<file path="src/rtl/sci_defs.svh">
// constants for the serial radio command interpreter
`ifndef SCI_DEFS_SVH
`define SCI_DEFS_SVH

// frame bytes
`define SCI_PREFIX       8'hFE
`define SCI_TERM         8'hFD
`define SCI_OK           8'hFB
`define SCI_NG           8'hFA
`define SCI_HOST_ADDR    8'hE0
`define SCI_BCAST_ADDR   8'h00

// command codes
`define SCI_CMD_SETMODE  8'h06
`define SCI_CMD_SELCH    8'h08
`define SCI_CMD_STORE    8'h09
`define SCI_CMD_LOAD     8'h0A
`define SCI_CMD_WROFS    8'h0D
`define SCI_CMD_SPLIT    8'h0F
`define SCI_CMD_RDOFS    8'h9C
`define SCI_TRK_FREQ     8'h00
`define SCI_TRK_MODE     8'h01
`define SCI_SPLIT_OFF    8'h00
`define SCI_SPLIT_ON     8'h01

// limits
`define SCI_MODE_MAX     8'h07
`define SCI_CHAN_MAX     7'h1F
`define SCI_NCHAN        32
`define SCI_DBUF_MAX     3'h4

// frame lengths in bytes
`define SCI_LEN_ACK      4'h6
`define SCI_LEN_OFS      4'h7
`define SCI_LEN_BCF      4'hA
`define SCI_LEN_BCM      4'h7
`define SCI_FRAME_MAX    10

// register byte addresses
`define SCI_REG_CTRL     8'h00
`define SCI_REG_FREQ     8'h04
`define SCI_REG_MODE     8'h08
`define SCI_REG_STATUS   8'h0C

// register fields
`define SCI_CTRL_TRK     0
`define SCI_CTRL_ADDR    15:8
`define SCI_STAT_SPLIT   0
`define SCI_STAT_CHAN    12:8
`define SCI_STAT_OFS     31:16

// reset values
`define SCI_OWN_ADDR_RST 8'h04
`define SCI_FREQ_RST     32'h0000_0000
`define SCI_MODE_RST     8'h00
`define SCI_OFS_RST      16'h0000

`endif

</file>
<file path="src/rtl/sci_pkg.sv">
// types for the serial radio command interpreter
`default_nettype none
package sci_pkg;

  typedef enum logic [2:0] {
    SCI_IDLE  = 3'b000,
    SCI_PRE   = 3'b001,
    SCI_RADDR = 3'b011,
    SCI_SADDR = 3'b010,
    SCI_CMD   = 3'b110,
    SCI_DATA  = 3'b111
  } sci_state_t;

  typedef enum logic [2:0] {
    SCI_FR_NONE = 3'b000,
    SCI_FR_ACK  = 3'b001,
    SCI_FR_OFS  = 3'b011,
    SCI_FR_BCF  = 3'b010,
    SCI_FR_BCM  = 3'b110
  } sci_frame_t;

endpackage : sci_pkg
`default_nettype wire

</file>
<file path="src/rtl/sci_bcd_byte.sv">
// checker and converter for one packed two-digit bcd byte
`default_nettype none
module sci_bcd_byte (
  input  wire logic [7:0] byte_in,
  output logic            ok,
  output logic [6:0]      bin
);
  logic [6:0] hi;
  logic [6:0] lo;

  assign hi  = {3'h0, byte_in[7:4]};
  assign lo  = {3'h0, byte_in[3:0]};
  assign ok  = (byte_in[7:4] <= 4'h9) && (byte_in[3:0] <= 4'h9);
  assign bin = (hi << 3) + (hi << 1) + lo;
endmodule : sci_bcd_byte
`default_nettype wire

</file>
<file path="src/rtl/sci_interp.sv">
// serial radio command interpreter with apb control registers
//
// The register offsets and the APB interface to the registers are this design's own decisions.
`include "sci_defs.svh"
`default_nettype none
module sci_interp (
  input  wire logic        pclk,
  input  wire logic        presetn,
  input  wire logic [7:0]  paddr,
  input  wire logic        psel,
  input  wire logic        penable,
  input  wire logic        pwrite,
  input  wire logic [31:0] pwdata,
  output logic [31:0]      prdata,
  output logic             pready,
  output logic             pslverr,
  input  wire logic [7:0]  rx_byte,
  input  wire logic        rx_valid,
  output logic             rx_ready,
  output logic [7:0]       tx_byte,
  output logic             tx_valid,
  input  wire logic        tx_ready
);
  import sci_pkg::*;

  sci_state_t  state;
  sci_frame_t  fr_kind;
  logic [7:0]  raddr;
  logic [7:0]  cmd;
  logic [7:0]  dbuf [0:3];
  logic [2:0]  dlen;
  logic        dovf;
  logic        exec_pend;
  logic        next_exec_pend;
  logic        tracking;
  logic [7:0]  own_addr;
  logic [31:0] vfo_freq;
  logic [7:0]  vfo_mode;
  logic        bc_freq;
  logic        bc_mode;
  logic [39:0] mem [0:`SCI_NCHAN-1];
  logic [39:0] mem_rd;
  logic [4:0]  sel_chan;
  logic        split;
  logic [15:0] offset;
  logic [7:0]  tx_shift [0:`SCI_FRAME_MAX-1];
  logic [7:0]  nf [0:`SCI_FRAME_MAX-1];
  logic [3:0]  tx_left;
  logic [3:0]  nlen;
  logic [3:0]  bcd_ok;
  logic [6:0]  bcd_bin [0:3];
  logic        rx_fire;
  logic        frame_end;
  logic        exec_go;
  logic        to_me;
  logic        to_bc;
  logic        do_cmd;
  logic        do_trk;
  logic        nodata;
  logic        cmd_ok;
  logic        trk_freq;
  logic        trk_mode;
  logic        load_ok;
  logic        mode_ok;
  logic        own_freq_chg;
  logic        own_mode_chg;
  logic        bc_go;
  logic        apb_setup;
  logic        apb_wr;
  logic        apb_wr_freq;
  logic        apb_wr_mode;
  logic        apb_wr_ctrl;
  logic [31:0] next_prdata;
  logic        next_pslverr;

  // ***************************************************************
  // bcd checkers on the data bytes
  // ***************************************************************
  genvar g;
  generate
    for (g = 0; g < 4; g++)
    begin : gen_bcd
      sci_bcd_byte u_bcd (
        .byte_in (dbuf[g]),
        .ok      (bcd_ok[g]),
        .bin     (bcd_bin[g])
      );
    end
  endgenerate

  // ***************************************************************
  // frame receiver
  // ***************************************************************
  assign rx_fire   = rx_valid && rx_ready;
  assign frame_end = rx_fire && (rx_byte == `SCI_TERM) &&
                     (state == SCI_DATA);

  always_ff @(posedge pclk or negedge presetn)
  begin
    if (!presetn)
    begin
      state <= SCI_IDLE;
      raddr <= 8'h00;
      cmd   <= 8'h00;
      dlen  <= 3'h0;
      dovf  <= 1'b0;
      for (int i = 0; i < 4; i++)
      begin
        dbuf[i] <= 8'h00;
      end
    end
    else if (rx_fire)
    begin
      if (rx_byte == `SCI_PREFIX)
      begin
        // a prefix mid-frame restarts the frame
        if (state == SCI_PRE || state == SCI_RADDR)
          state <= SCI_RADDR;
        else
          state <= SCI_PRE;
      end
      else if (rx_byte == `SCI_TERM)
      begin
        state <= SCI_IDLE;
      end
      else
      begin
        unique case (state)
          SCI_IDLE:  state <= SCI_IDLE;
          SCI_PRE:   state <= SCI_IDLE;
          SCI_RADDR:
          begin
            raddr <= rx_byte;
            state <= SCI_SADDR;
          end
          SCI_SADDR: state <= SCI_CMD;
          SCI_CMD:
          begin
            cmd   <= rx_byte;
            dlen  <= 3'h0;
            dovf  <= 1'b0;
            state <= SCI_DATA;
          end
          SCI_DATA:
          begin
            if (dlen < `SCI_DBUF_MAX)
            begin
              dbuf[dlen[1:0]] <= rx_byte;
              dlen            <= dlen + 3'h1;
            end
            else
              dovf <= 1'b1;
          end
          default:   state <= SCI_IDLE;
        endcase
      end
    end
  end

  // frame waits here until the transmitter is free
  always_comb
  begin
    next_exec_pend = exec_pend;
    if (exec_go)
      next_exec_pend = 1'b0;
    else if (frame_end)
      next_exec_pend = 1'b1;
  end

  always_ff @(posedge pclk or negedge presetn)
  begin
    if (!presetn)
    begin
      exec_pend <= 1'b0;
      rx_ready  <= 1'b0;
    end
    else
    begin
      exec_pend <= next_exec_pend;
      rx_ready  <= !next_exec_pend;
    end
  end

  // ***************************************************************
  // command decode
  // ***************************************************************
  assign exec_go = exec_pend && !tx_valid;
  assign to_me   = raddr == own_addr;
  assign to_bc   = tracking && (raddr == `SCI_BCAST_ADDR);
  assign do_cmd  = exec_go && to_me;
  assign do_trk  = exec_go && to_bc && !to_me;
  assign nodata  = (dlen == 3'h0) && !dovf;
  assign mode_ok = !dovf && (dlen == 3'h1 || dlen == 3'h2) &&
                   (dbuf[0] <= `SCI_MODE_MAX);
  assign mem_rd  = mem[sel_chan];

  always_comb
  begin
    unique case (cmd)
      `SCI_CMD_SETMODE: cmd_ok = mode_ok;
      `SCI_CMD_SELCH:   cmd_ok = !dovf && (dlen == 3'h1) && bcd_ok[0] &&
                                 (bcd_bin[0] <= `SCI_CHAN_MAX);
      `SCI_CMD_STORE:   cmd_ok = nodata;
      `SCI_CMD_LOAD:    cmd_ok = nodata;
      `SCI_CMD_SPLIT:   cmd_ok = !dovf && (dlen == 3'h1) &&
                                 (dbuf[0] == `SCI_SPLIT_OFF ||
                                  dbuf[0] == `SCI_SPLIT_ON);
      `SCI_CMD_WROFS:   cmd_ok = !dovf && (dlen == 3'h2) &&
                                 bcd_ok[0] && bcd_ok[1];
      `SCI_CMD_RDOFS:   cmd_ok = nodata;
      default:          cmd_ok = 1'b0;
    endcase
  end

  assign trk_freq = do_trk && (cmd == `SCI_TRK_FREQ) && !dovf &&
                    (dlen == `SCI_DBUF_MAX) && (&bcd_ok);
  assign trk_mode = do_trk && (cmd == `SCI_TRK_MODE) && !dovf &&
                    (dlen == 3'h1);
  assign load_ok  = do_cmd && (cmd == `SCI_CMD_LOAD) && cmd_ok;
  assign own_freq_chg = apb_wr_freq || load_ok;
  assign own_mode_chg = apb_wr_mode || load_ok ||
                        (do_cmd && (cmd == `SCI_CMD_SETMODE) && cmd_ok);

  // ***************************************************************
  // radio state: vfo, memories, channel, split, offset
  // ***************************************************************
  always_ff @(posedge pclk or negedge presetn)
  begin
    if (!presetn)
    begin
      vfo_freq <= `SCI_FREQ_RST;
      vfo_mode <= `SCI_MODE_RST;
    end
    else if (load_ok)
    begin
      vfo_freq <= mem_rd[39:8];
      vfo_mode <= mem_rd[7:0];
    end
    else if (trk_freq)
    begin
      vfo_freq <= {dbuf[3], dbuf[2], dbuf[1], dbuf[0]};
    end
    else if (trk_mode)
    begin
      vfo_mode <= dbuf[0];
    end
    else if (do_cmd && (cmd == `SCI_CMD_SETMODE) && cmd_ok)
    begin
      vfo_mode <= dbuf[0];
    end
    else
    begin
      if (apb_wr_freq)
        vfo_freq <= pwdata;
      if (apb_wr_mode)
        vfo_mode <= pwdata[7:0];
    end
  end

  always_ff @(posedge pclk)
  begin
    if (do_cmd && (cmd == `SCI_CMD_STORE) && cmd_ok)
      mem[sel_chan] <= {vfo_freq, vfo_mode};
  end

  always_ff @(posedge pclk or negedge presetn)
  begin
    if (!presetn)
      sel_chan <= 5'h00;
    else if (do_cmd && (cmd == `SCI_CMD_SELCH) && cmd_ok)
      sel_chan <= bcd_bin[0][4:0];
  end

  always_ff @(posedge pclk or negedge presetn)
  begin
    if (!presetn)
      split <= 1'b0;
    else if (do_cmd && (cmd == `SCI_CMD_SPLIT) && cmd_ok)
      split <= (dbuf[0] == `SCI_SPLIT_ON);
  end

  always_ff @(posedge pclk or negedge presetn)
  begin
    if (!presetn)
      offset <= `SCI_OFS_RST;
    else if (do_cmd && (cmd == `SCI_CMD_WROFS) && cmd_ok)
      offset <= {dbuf[1], dbuf[0]};
  end

  // broadcast requests; a new change wins over the clear
  always_ff @(posedge pclk or negedge presetn)
  begin
    if (!presetn)
    begin
      bc_freq <= 1'b0;
      bc_mode <= 1'b0;
    end
    else if (!tracking)
    begin
      bc_freq <= 1'b0;
      bc_mode <= 1'b0;
    end
    else
    begin
      if (own_freq_chg)
        bc_freq <= 1'b1;
      else if (bc_go && bc_freq)
        bc_freq <= 1'b0;
      if (own_mode_chg)
        bc_mode <= 1'b1;
      else if (bc_go && !bc_freq)
        bc_mode <= 1'b0;
    end
  end

  // ***************************************************************
  // frame transmitter
  // ***************************************************************
  assign bc_go = !tx_valid && !do_cmd && (bc_freq || bc_mode);

  always_comb
  begin
    if (do_cmd)
      fr_kind = (cmd == `SCI_CMD_RDOFS && nodata) ? SCI_FR_OFS : SCI_FR_ACK;
    else if (bc_go)
      fr_kind = bc_freq ? SCI_FR_BCF : SCI_FR_BCM;
    else
      fr_kind = SCI_FR_NONE;
  end

  always_comb
  begin
    for (int i = 0; i < `SCI_FRAME_MAX; i++)
    begin
      nf[i] = `SCI_TERM;
    end
    nf[0] = `SCI_PREFIX;
    nf[1] = `SCI_PREFIX;
    nf[2] = `SCI_HOST_ADDR;
    nf[3] = own_addr;
    nlen  = `SCI_LEN_ACK;
    unique case (fr_kind)
      SCI_FR_ACK:
      begin
        nf[4] = cmd_ok ? `SCI_OK : `SCI_NG;
      end
      SCI_FR_OFS:
      begin
        nf[4] = offset[7:0];
        nf[5] = offset[15:8];
        nlen  = `SCI_LEN_OFS;
      end
      SCI_FR_BCF:
      begin
        nf[2] = `SCI_BCAST_ADDR;
        nf[4] = `SCI_TRK_FREQ;
        nf[5] = vfo_freq[7:0];
        nf[6] = vfo_freq[15:8];
        nf[7] = vfo_freq[23:16];
        nf[8] = vfo_freq[31:24];
        nlen  = `SCI_LEN_BCF;
      end
      SCI_FR_BCM:
      begin
        nf[2] = `SCI_BCAST_ADDR;
        nf[4] = `SCI_TRK_MODE;
        nf[5] = vfo_mode;
        nlen  = `SCI_LEN_BCM;
      end
      SCI_FR_NONE: nlen = `SCI_LEN_ACK;
    endcase
  end

  assign tx_byte = tx_shift[0];

  always_ff @(posedge pclk or negedge presetn)
  begin
    if (!presetn)
    begin
      tx_valid <= 1'b0;
      tx_left  <= 4'h0;
      for (int i = 0; i < `SCI_FRAME_MAX; i++)
      begin
        tx_shift[i] <= 8'h00;
      end
    end
    else if (!tx_valid)
    begin
      if (fr_kind != SCI_FR_NONE)
      begin
        tx_valid <= 1'b1;
        tx_left  <= nlen;
        for (int i = 0; i < `SCI_FRAME_MAX; i++)
        begin
          tx_shift[i] <= nf[i];
        end
      end
    end
    else if (tx_ready)
    begin
      tx_left  <= tx_left - 4'h1;
      tx_valid <= (tx_left != 4'h1);
      for (int i = 0; i < `SCI_FRAME_MAX - 1; i++)
      begin
        tx_shift[i] <= tx_shift[i+1];
      end
      tx_shift[`SCI_FRAME_MAX-1] <= `SCI_TERM;
    end
  end

  // ***************************************************************
  // apb slave: no wait states, error on unmapped address
  // ***************************************************************
  assign apb_setup   = psel && !penable;
  assign apb_wr      = psel && penable && pready && pwrite;
  assign apb_wr_ctrl = apb_wr && (paddr == `SCI_REG_CTRL);
  assign apb_wr_freq = apb_wr && (paddr == `SCI_REG_FREQ);
  assign apb_wr_mode = apb_wr && (paddr == `SCI_REG_MODE);

  always_comb
  begin
    next_prdata  = 32'h0000_0000;
    next_pslverr = 1'b0;
    unique case (paddr)
      `SCI_REG_CTRL:
      begin
        next_prdata[`SCI_CTRL_TRK]  = tracking;
        next_prdata[`SCI_CTRL_ADDR] = own_addr;
      end
      `SCI_REG_FREQ:   next_prdata = vfo_freq;
      `SCI_REG_MODE:   next_prdata[7:0] = vfo_mode;
      `SCI_REG_STATUS:
      begin
        next_prdata[`SCI_STAT_SPLIT] = split;
        next_prdata[`SCI_STAT_CHAN]  = sel_chan;
        next_prdata[`SCI_STAT_OFS]   = offset;
      end
      default:         next_pslverr = 1'b1;
    endcase
  end

  always_ff @(posedge pclk or negedge presetn)
  begin
    if (!presetn)
    begin
      pready  <= 1'b0;
      prdata  <= 32'h0000_0000;
      pslverr <= 1'b0;
    end
    else
    begin
      pready  <= apb_setup;
      prdata  <= apb_setup ? next_prdata : 32'h0000_0000;
      pslverr <= apb_setup && next_pslverr;
    end
  end

  always_ff @(posedge pclk or negedge presetn)
  begin
    if (!presetn)
    begin
      tracking <= 1'b0;
      own_addr <= `SCI_OWN_ADDR_RST;
    end
    else if (apb_wr_ctrl)
    begin
      tracking <= pwdata[`SCI_CTRL_TRK];
      own_addr <= pwdata[`SCI_CTRL_ADDR];
    end
  end

endmodule : sci_interp
`default_nettype wire

</file>
<file path="config.mk">
export PLATFORM = sky130hd
export DESIGN_NAME = sci_interp
export DESIGN_NICKNAME = d
export VERILOG_FILES = /design/src/rtl/sci_pkg.sv /design/src/rtl/sci_bcd_byte.sv /design/src/rtl/sci_interp.sv
export VERILOG_INCLUDE_DIRS = /design/src /design/src/rtl
export SDC_FILE = /design/constraint.sdc
export NUM_CORES = 2
export LEC_CHECK = 0
export ABC_AREA = 0
export BUFFER_PORTS_ARGS = -buffer_cell sky130_fd_sc_hd__clkbuf_2
export CORE_MARGIN = 2
export CORE_UTILIZATION = 52
export CTS_BUF_LIST = sky130_fd_sc_hd__clkbuf_8 sky130_fd_sc_hd__clkbuf_16
export CTS_CLUSTER_SIZE = 8
export DETAILED_ROUTE_END_ITERATION = 8
export MAX_ROUTING_LAYER = met4
export PLACE_DENSITY = 0.73
export SETUP_SLACK_MARGIN = 0.05
export SLEW_MARGIN = 25
export SYNTH_ARGS = -nofsm -noshare
export SYNTH_HDL_FRONTEND = slang
export SYNTH_HIERARCHICAL = 1
export SYNTH_SLANG_ARGS = --single-unit
</file>
<file path="constraint.sdc">
create_clock -name pclk -period 13.15 [get_ports pclk]
set_input_delay 1.315 -clock pclk [delete_from_list [all_inputs] [get_ports pclk]]
set_output_delay 1.315 -clock pclk [all_outputs]
set_load 0.005 [all_outputs]
</file>
Yosys cells after proc, flatten, opt, wreduce, memory -nomap -nowiden
Memory sizes are Yosys's and may differ from the RTL's.
Index checks and enable logic that the tools add are counted.
Widths: inputs -> output; s select.
{"block": "op_classes", "addsub": 4, "order_cmp": 13, "eq_ne": 37, "muxes": 58, "n_bitwise": 3, "reduce_logical": 93}
{"op": "$mux 80", "n": 3}
{"op": "$mux 32", "n": 6}
{"op": "$eq 8x4->1 const B", "n": 7}
{"op": "$mux 8", "n": 7}
{"op": "$logic_and 1x1->1", "n": 55}
{"op": "$bwmux 32", "n": 1}
{"op": "$le 4x4->1 const B", "n": 8}
{"op": "$logic_not 8->1", "n": 4}
{"op": "$pmux 16 s2", "n": 1}
{"op": "$pmux 8 s4", "n": 1}
{"op": "$eq 8x8->1 const B", "n": 3}
{"op": "$mux 24", "n": 1}
{"op": "$pmux 8 s3", "n": 1}
{"op": "$mux 3", "n": 6}
{"op": "$demux 8 s2", "n": 1}
{"op": "$eq 8x1->1 const B", "n": 2}
{"op": "$eq 8x3->1 const B", "n": 2}
{"op": "$mux 1", "n": 16}
{"op": "$eq 3x2->1 const B", "n": 5}
{"op": "$pmux 5 s3", "n": 1}
{"op": "$reduce_and 5->1", "n": 3}
{"op": "$pmux 7 s2", "n": 1}
{"op": "$eq 3x3->1 const B", "n": 4}
{"op": "$mux 4", "n": 3}
{"op": "other kinds (38)", "n": 66}
{"block": "word_totals", "ff_bits": 249, "ramBits": 1280, "word_cells": 244, "n_memories": 1}
{"name": "mem", "depth": 32, "width": 40, "rd": 1, "rd_ports_with_merged_regs": 0, "wr": 1, "line_no": "sci_interp.sv:41", "rtl": "logic [39:0] mem [0:`SCI_NCHAN-1];"}

Depth between registers and ports, before layout
{"block": "logic_depth", "depth_word": 13, "mapped_depth": 15, "mapped_depth_nobuf": 13}

Cells and area by module
The synthesis kept the hierarchy.
{"mod": "sci_interp", "n_inst": 1, "cells_per_inst": 3551, "area_each_um2": 59869.9}
{"mod": "sci_bcd_byte", "n_inst": 4, "cells_per_inst": 20, "area_each_um2": 206.4}

Least setup slack after synthesis
Ideal clock, no wire load.
{"block": "synth_timing", "path_kind": "register to register", "start": "reg dbuf[27] (netlist bit)", "end": "mem mem[10][0], enable pin", "setup_ps": 438, "t_arrival_ps": 4781, "slack_ps": 7932, "stages_incl_launch_ff": 15, "n_path_buf": 2, "period_less_slack_ps": 5218, "cell_sequence": "dfrtp_1 -> fa_1 -> fa_1 -> a21o_1 -> a21oi_2 -> xnor2_1 -> nor3b_1 -> nand4_1 -> a21oi_1 -> o31ai_1 -> nor3_1 -> nand2b_1 -> clkbuf_1 -> clkbuf_1 -> nor2_1"}
{"item": "from (decl)", "line_no": "sci_interp.sv:30", "rtl": "logic [7:0] dbuf [0:3];"}
{"item": "from (signal, indexed assignment)", "line_no": "sci_interp.sv:148", "rtl": "dbuf[dlen[1:0]] <= rx_byte;"}
{"item": "to (decl)", "line_no": "sci_interp.sv:41"}

Worst setup path after layout
{"block": "layout_timing", "start": "reg sel_chan[0]", "end": "reg vfo_freq[21]"}
{"block": "layout_between", "elab_chain_len": 2}
{"item": "from (decl)", "line_no": "sci_interp.sv:43", "rtl": "logic [4:0] sel_chan;"}
{"item": "from (signal assigned)", "line_no": "sci_interp.sv:271", "rtl": "sel_chan <= bcd_bin[0][4:0];"}
{"item": "$mem_v2 32x40"}
{"item": "$mux 32", "line_no": "sci_interp.sv:234", "rtl": "else if (load_ok)"}
{"item": "to (signal assigned)", "line_no": "sci_interp.sv:231", "rtl": "vfo_freq <= `SCI_FREQ_RST;"}
{"item": "to (signal assigned)", "line_no": "sci_interp.sv:236", "rtl": "vfo_freq <= mem_rd[39:8];"}
{"item": "to (signal assigned)", "line_no": "sci_interp.sv:241", "rtl": "vfo_freq <= {dbuf[3], dbuf[2], dbuf[1], dbuf[0]};"}
{"item": "to (decl)", "line_no": "sci_interp.sv:37", "rtl": "logic [31:0] vfo_freq;"}
No other way between the ends.
A chain may end at the register's enable or synchronous reset.

==> results.py <==
metrics = {
    "setup_path": {
        "endpoint_kind": "register",
        "critical-path-slowest-cell": "dfrtp_4",
        "rr_startpoint": "sel_chan[0]",
        "max_stage_delay_ns": 0.96,
        "path_class": "reg2reg",
        "crit_path_start_kind": "register",
        "crit_path_frequent_cell": "buf_4",
        "worstReg2RegEnd": "vfo_freq[21]",
        "reg2reg_slack_ns": 7.76,
        "critical_path_required_ns": 13.83,
        "crit_fanout": 54,
        "crit_chain": "buf_4 -> buf_4 -> buf_4 -> mux2i_1 -> o22ai_1 -> or4_1 -> nor4_1 -> o221ai_1 -> o21a_1",
        "crit_arrival_ns": 6.07,
        "rr_worst_depth": 9,
    },
    "sta": {
        "finalClockSkew_ns": 0.06934,
        "max_freq_mhz": 185.6,
        "final_max_slew_viol_count": 0,
        "relSlewSlack_pct": 29.33,
        "report.final.hold_viol_count": 0,
        "tns_ns": 0,
        "rsz0062_at_grt": "no",
        "period_needed_ns": 5.387,
        "worst_pin_slew_ns": 1.050,
        "setup_viol": 0,
        "finalCritPeriodShare_pct": 40.97,
    },
    "cts": {
        "cts_max_level": 4,
        "cts_setup_buffers": 0,
        "tritoncts": "yes",
        "post_cts_resized": 0,
        "clkTransAtPathRegs_ns": 0.05,
        "clkLatencyLatePin_ns": 0.82,
        "clockBufferDepth": 3,
        "cts.sinks": 1522,
        "numCtsBuffers": 208,
        "cts_root_buf": "clkbuf_16",
        "holdBufCountCts": 0,
    },
    "drt": {
        "postRouteAntennaNets": 0,
        "avgRoutedWirePerCell_um": 31.74,
        "dr.first_iter.drc_count": 5017,
        "drc": 0,
        "wirelength_um": 170100,
        "vias": 35300,
        "drt_first_pass_iters": 6,
        "routed_via_density": 6.588,
    },
    "job": {
        "maxCapViolations": 0,
    },
    "synthesis": {
        "syn_avg_cell_area_um2": 16.79,
        "synthCells": 3580,
        "ys_warn_count": 6,
        "netlist_area_um2": 60130,
        "syn-num-nets": 3650,
    },
    "die": {
        "initial_core_util_pct": 52.51,
        "coreArea_um2": 114500,
        "die_h_um": 344.0,
        "num_io_pins": 99,
        "die_area_um2": 118400,
        "num_rows": 124,
        "die_w_um": 344.0,
    },
    "global_route": {
        "antenna_found_initial": 5,
        "track_usage_pct": 29.42,
        "grt_pass1_vias": 34200,
        "overflow": 0,
        "grt_max_degree": 125,
        "grt_pass1_wl_um": 242100,
    },
    "min_path": {
        "hp-start": "tx_shift[37]",
        "min_to": "tx_shift[37]",
        "whs_path_depth": 1,
        "hold_path.class": "reg2reg",
    },
    "power": {
        "ir_drop_v": 0.0001204,
        "p_int_w": 0.008430,
        "seqPwrFrac_pct": 50.6,
        "power.density_nw_per_um2": 159.2,
        "p_leak_nw": 23.89,
        "pwr-share-clk_pct": 43.6,
        "power.total_w": 0.01092,
        "switching_share_pct": 22.84,
        "pwr-share-comb_pct": 5.8,
        "p_sw_w": 0.002495,
    },
    "run_status": {
        "status": "complete, no violations",
    },
    "final_layout": {
        "fillers": 8146,
        "syn2layout_area_growth_pct": 14.11,
        "drive_gt1_share_pct": 16.30,
        "fin_nets": 3839,
    },
    "placement": {
        "place.gp.congestion": 0.9069,
        "dp_hpwl_um": 101200,
        "port_buffers": 98,
    },
}
==> registers in the layout, summed over array words and instances (netlist names), 3 cells and up <==
name,count
mem,1280
tx_shift,65
dbuf,32
prdata,32
vfo_freq,32
offset,16
cmd,8
own_addr,8
raddr,8
tx_byte,8
vfo_mode,8
sel_chan,5
tx_left,4
dlen,3
state,3
==> metal layers <==
layer	GRT usage, %	up-vias	wire [um]	part of all wire [%]
li1	-	14630	-	-
met1	39.50	17850	63770	37
met2	44.23	2427	79070	46
met3	6.856	395	20970	12
met4	10.54	0	6267	3.7
met5	-	-	0	0
==> how the worst max path moves through the flow <==
stage | from | endpoint | slack [ns] | cells after the start
after floorplan | dbuf[27] | mem[10][0] | 7.93 | 14
after global placement | dbuf[27] | mem[24][22] | 7.87 | 14
after detailed placement | dbuf[27] | mem[6][33] | 7.85 | 14
after CTS | sel_chan[0] | vfo_freq[21] | 7.79 | 9
after global routing | dbuf[27] | mem[24][0] | 7.55 | 14
final | sel_chan[0] | vfo_freq[21] | 7.76 | 9
==> layout by cell type (no fill, tap or decap), types with 8 or more instances in the layout <==
cell       instances
edfxtp_1        1280
mux2i_1          631
o22ai_1          240
dfrtp_1          221
clkbuf_16        209
nor2_1           106
buf_4            101
clkbuf_2          97
inv_1             90
o21ai_0           85
mux2_2            73
nand2_1           66
or4_1             65
o221ai_1          55
a21oi_1           47
a22oi_1           43
o22a_1            34
nor2_4            32
mux4_2            25
nor3_1            25
nor4_1            24
a31oi_1           24
a2bb2oi_1         21
dfrtp_2           19
ha_1              13
nand4_1           12
o21a_1            11
and2_1            10
a21o_1            10
mux2_4            10
xor2_1             9
nand3_1            8
==> critical path: cells and delay by family (launching register included) <==
| family | cells | cell delay (ns) |
|---|---|---|
| buffers and inverters | 3 | 2.12 |
| and+or+nand+nor | 2 | 1.31 |
| AOI/OAI and AO/OA | 3 | 0.47 |
| muxes | 1 | 0.29 |
| DFF | 1 | 0.96 |
==> area by class of cell <==
type	instances	area, um2	share of cell area (%)
inverters	34	127.6	0.1860
flip-flops and latches	1522	44520	64.89
repair buffers	202	1319	1.922
clock buffers	209	5230	7.623
diodes	6	15.01	0.02188
multi-input cells	1801	14970	21.82
clock inverters	72	534.3	0.7787
well taps	1512	1892	2.757
==> power by group through the flow <==
stage	logic [W]	clock network [W]	registers [W]
finish	0.000635	0.00476	0.00553
global placement	0.000611	0	0.00560
CTS	0.000629	0.00480	0.00552
global route	0.000696	0.00500	0.00554
floorplan	0.000469	0	0.00553
detailed placement	0.000623	0	0.00561
==> per-stage QoR <==
step | hold WS (ns) | instances | setup slack (ns) | cell area [um2] | util, %
floorplan | 0.4296 | 3580 | 7.932 | 60130 | -
global placement | 0.4472 | 5071 | 7.870 | 62810 | 54.85
detailed placement | 0.4527 | 5071 | 7.853 | 62820 | 54.86
CTS | 0.4659 | 5352 | 7.793 | 68580 | 59.90
global route | 0.4879 | 5356 | 7.550 | 68610 | 59.92
finish | 0.4780 | 5358 | 7.763 | 68610 | 59.92
No activity file was read; power rests on OpenSTA's default activity.
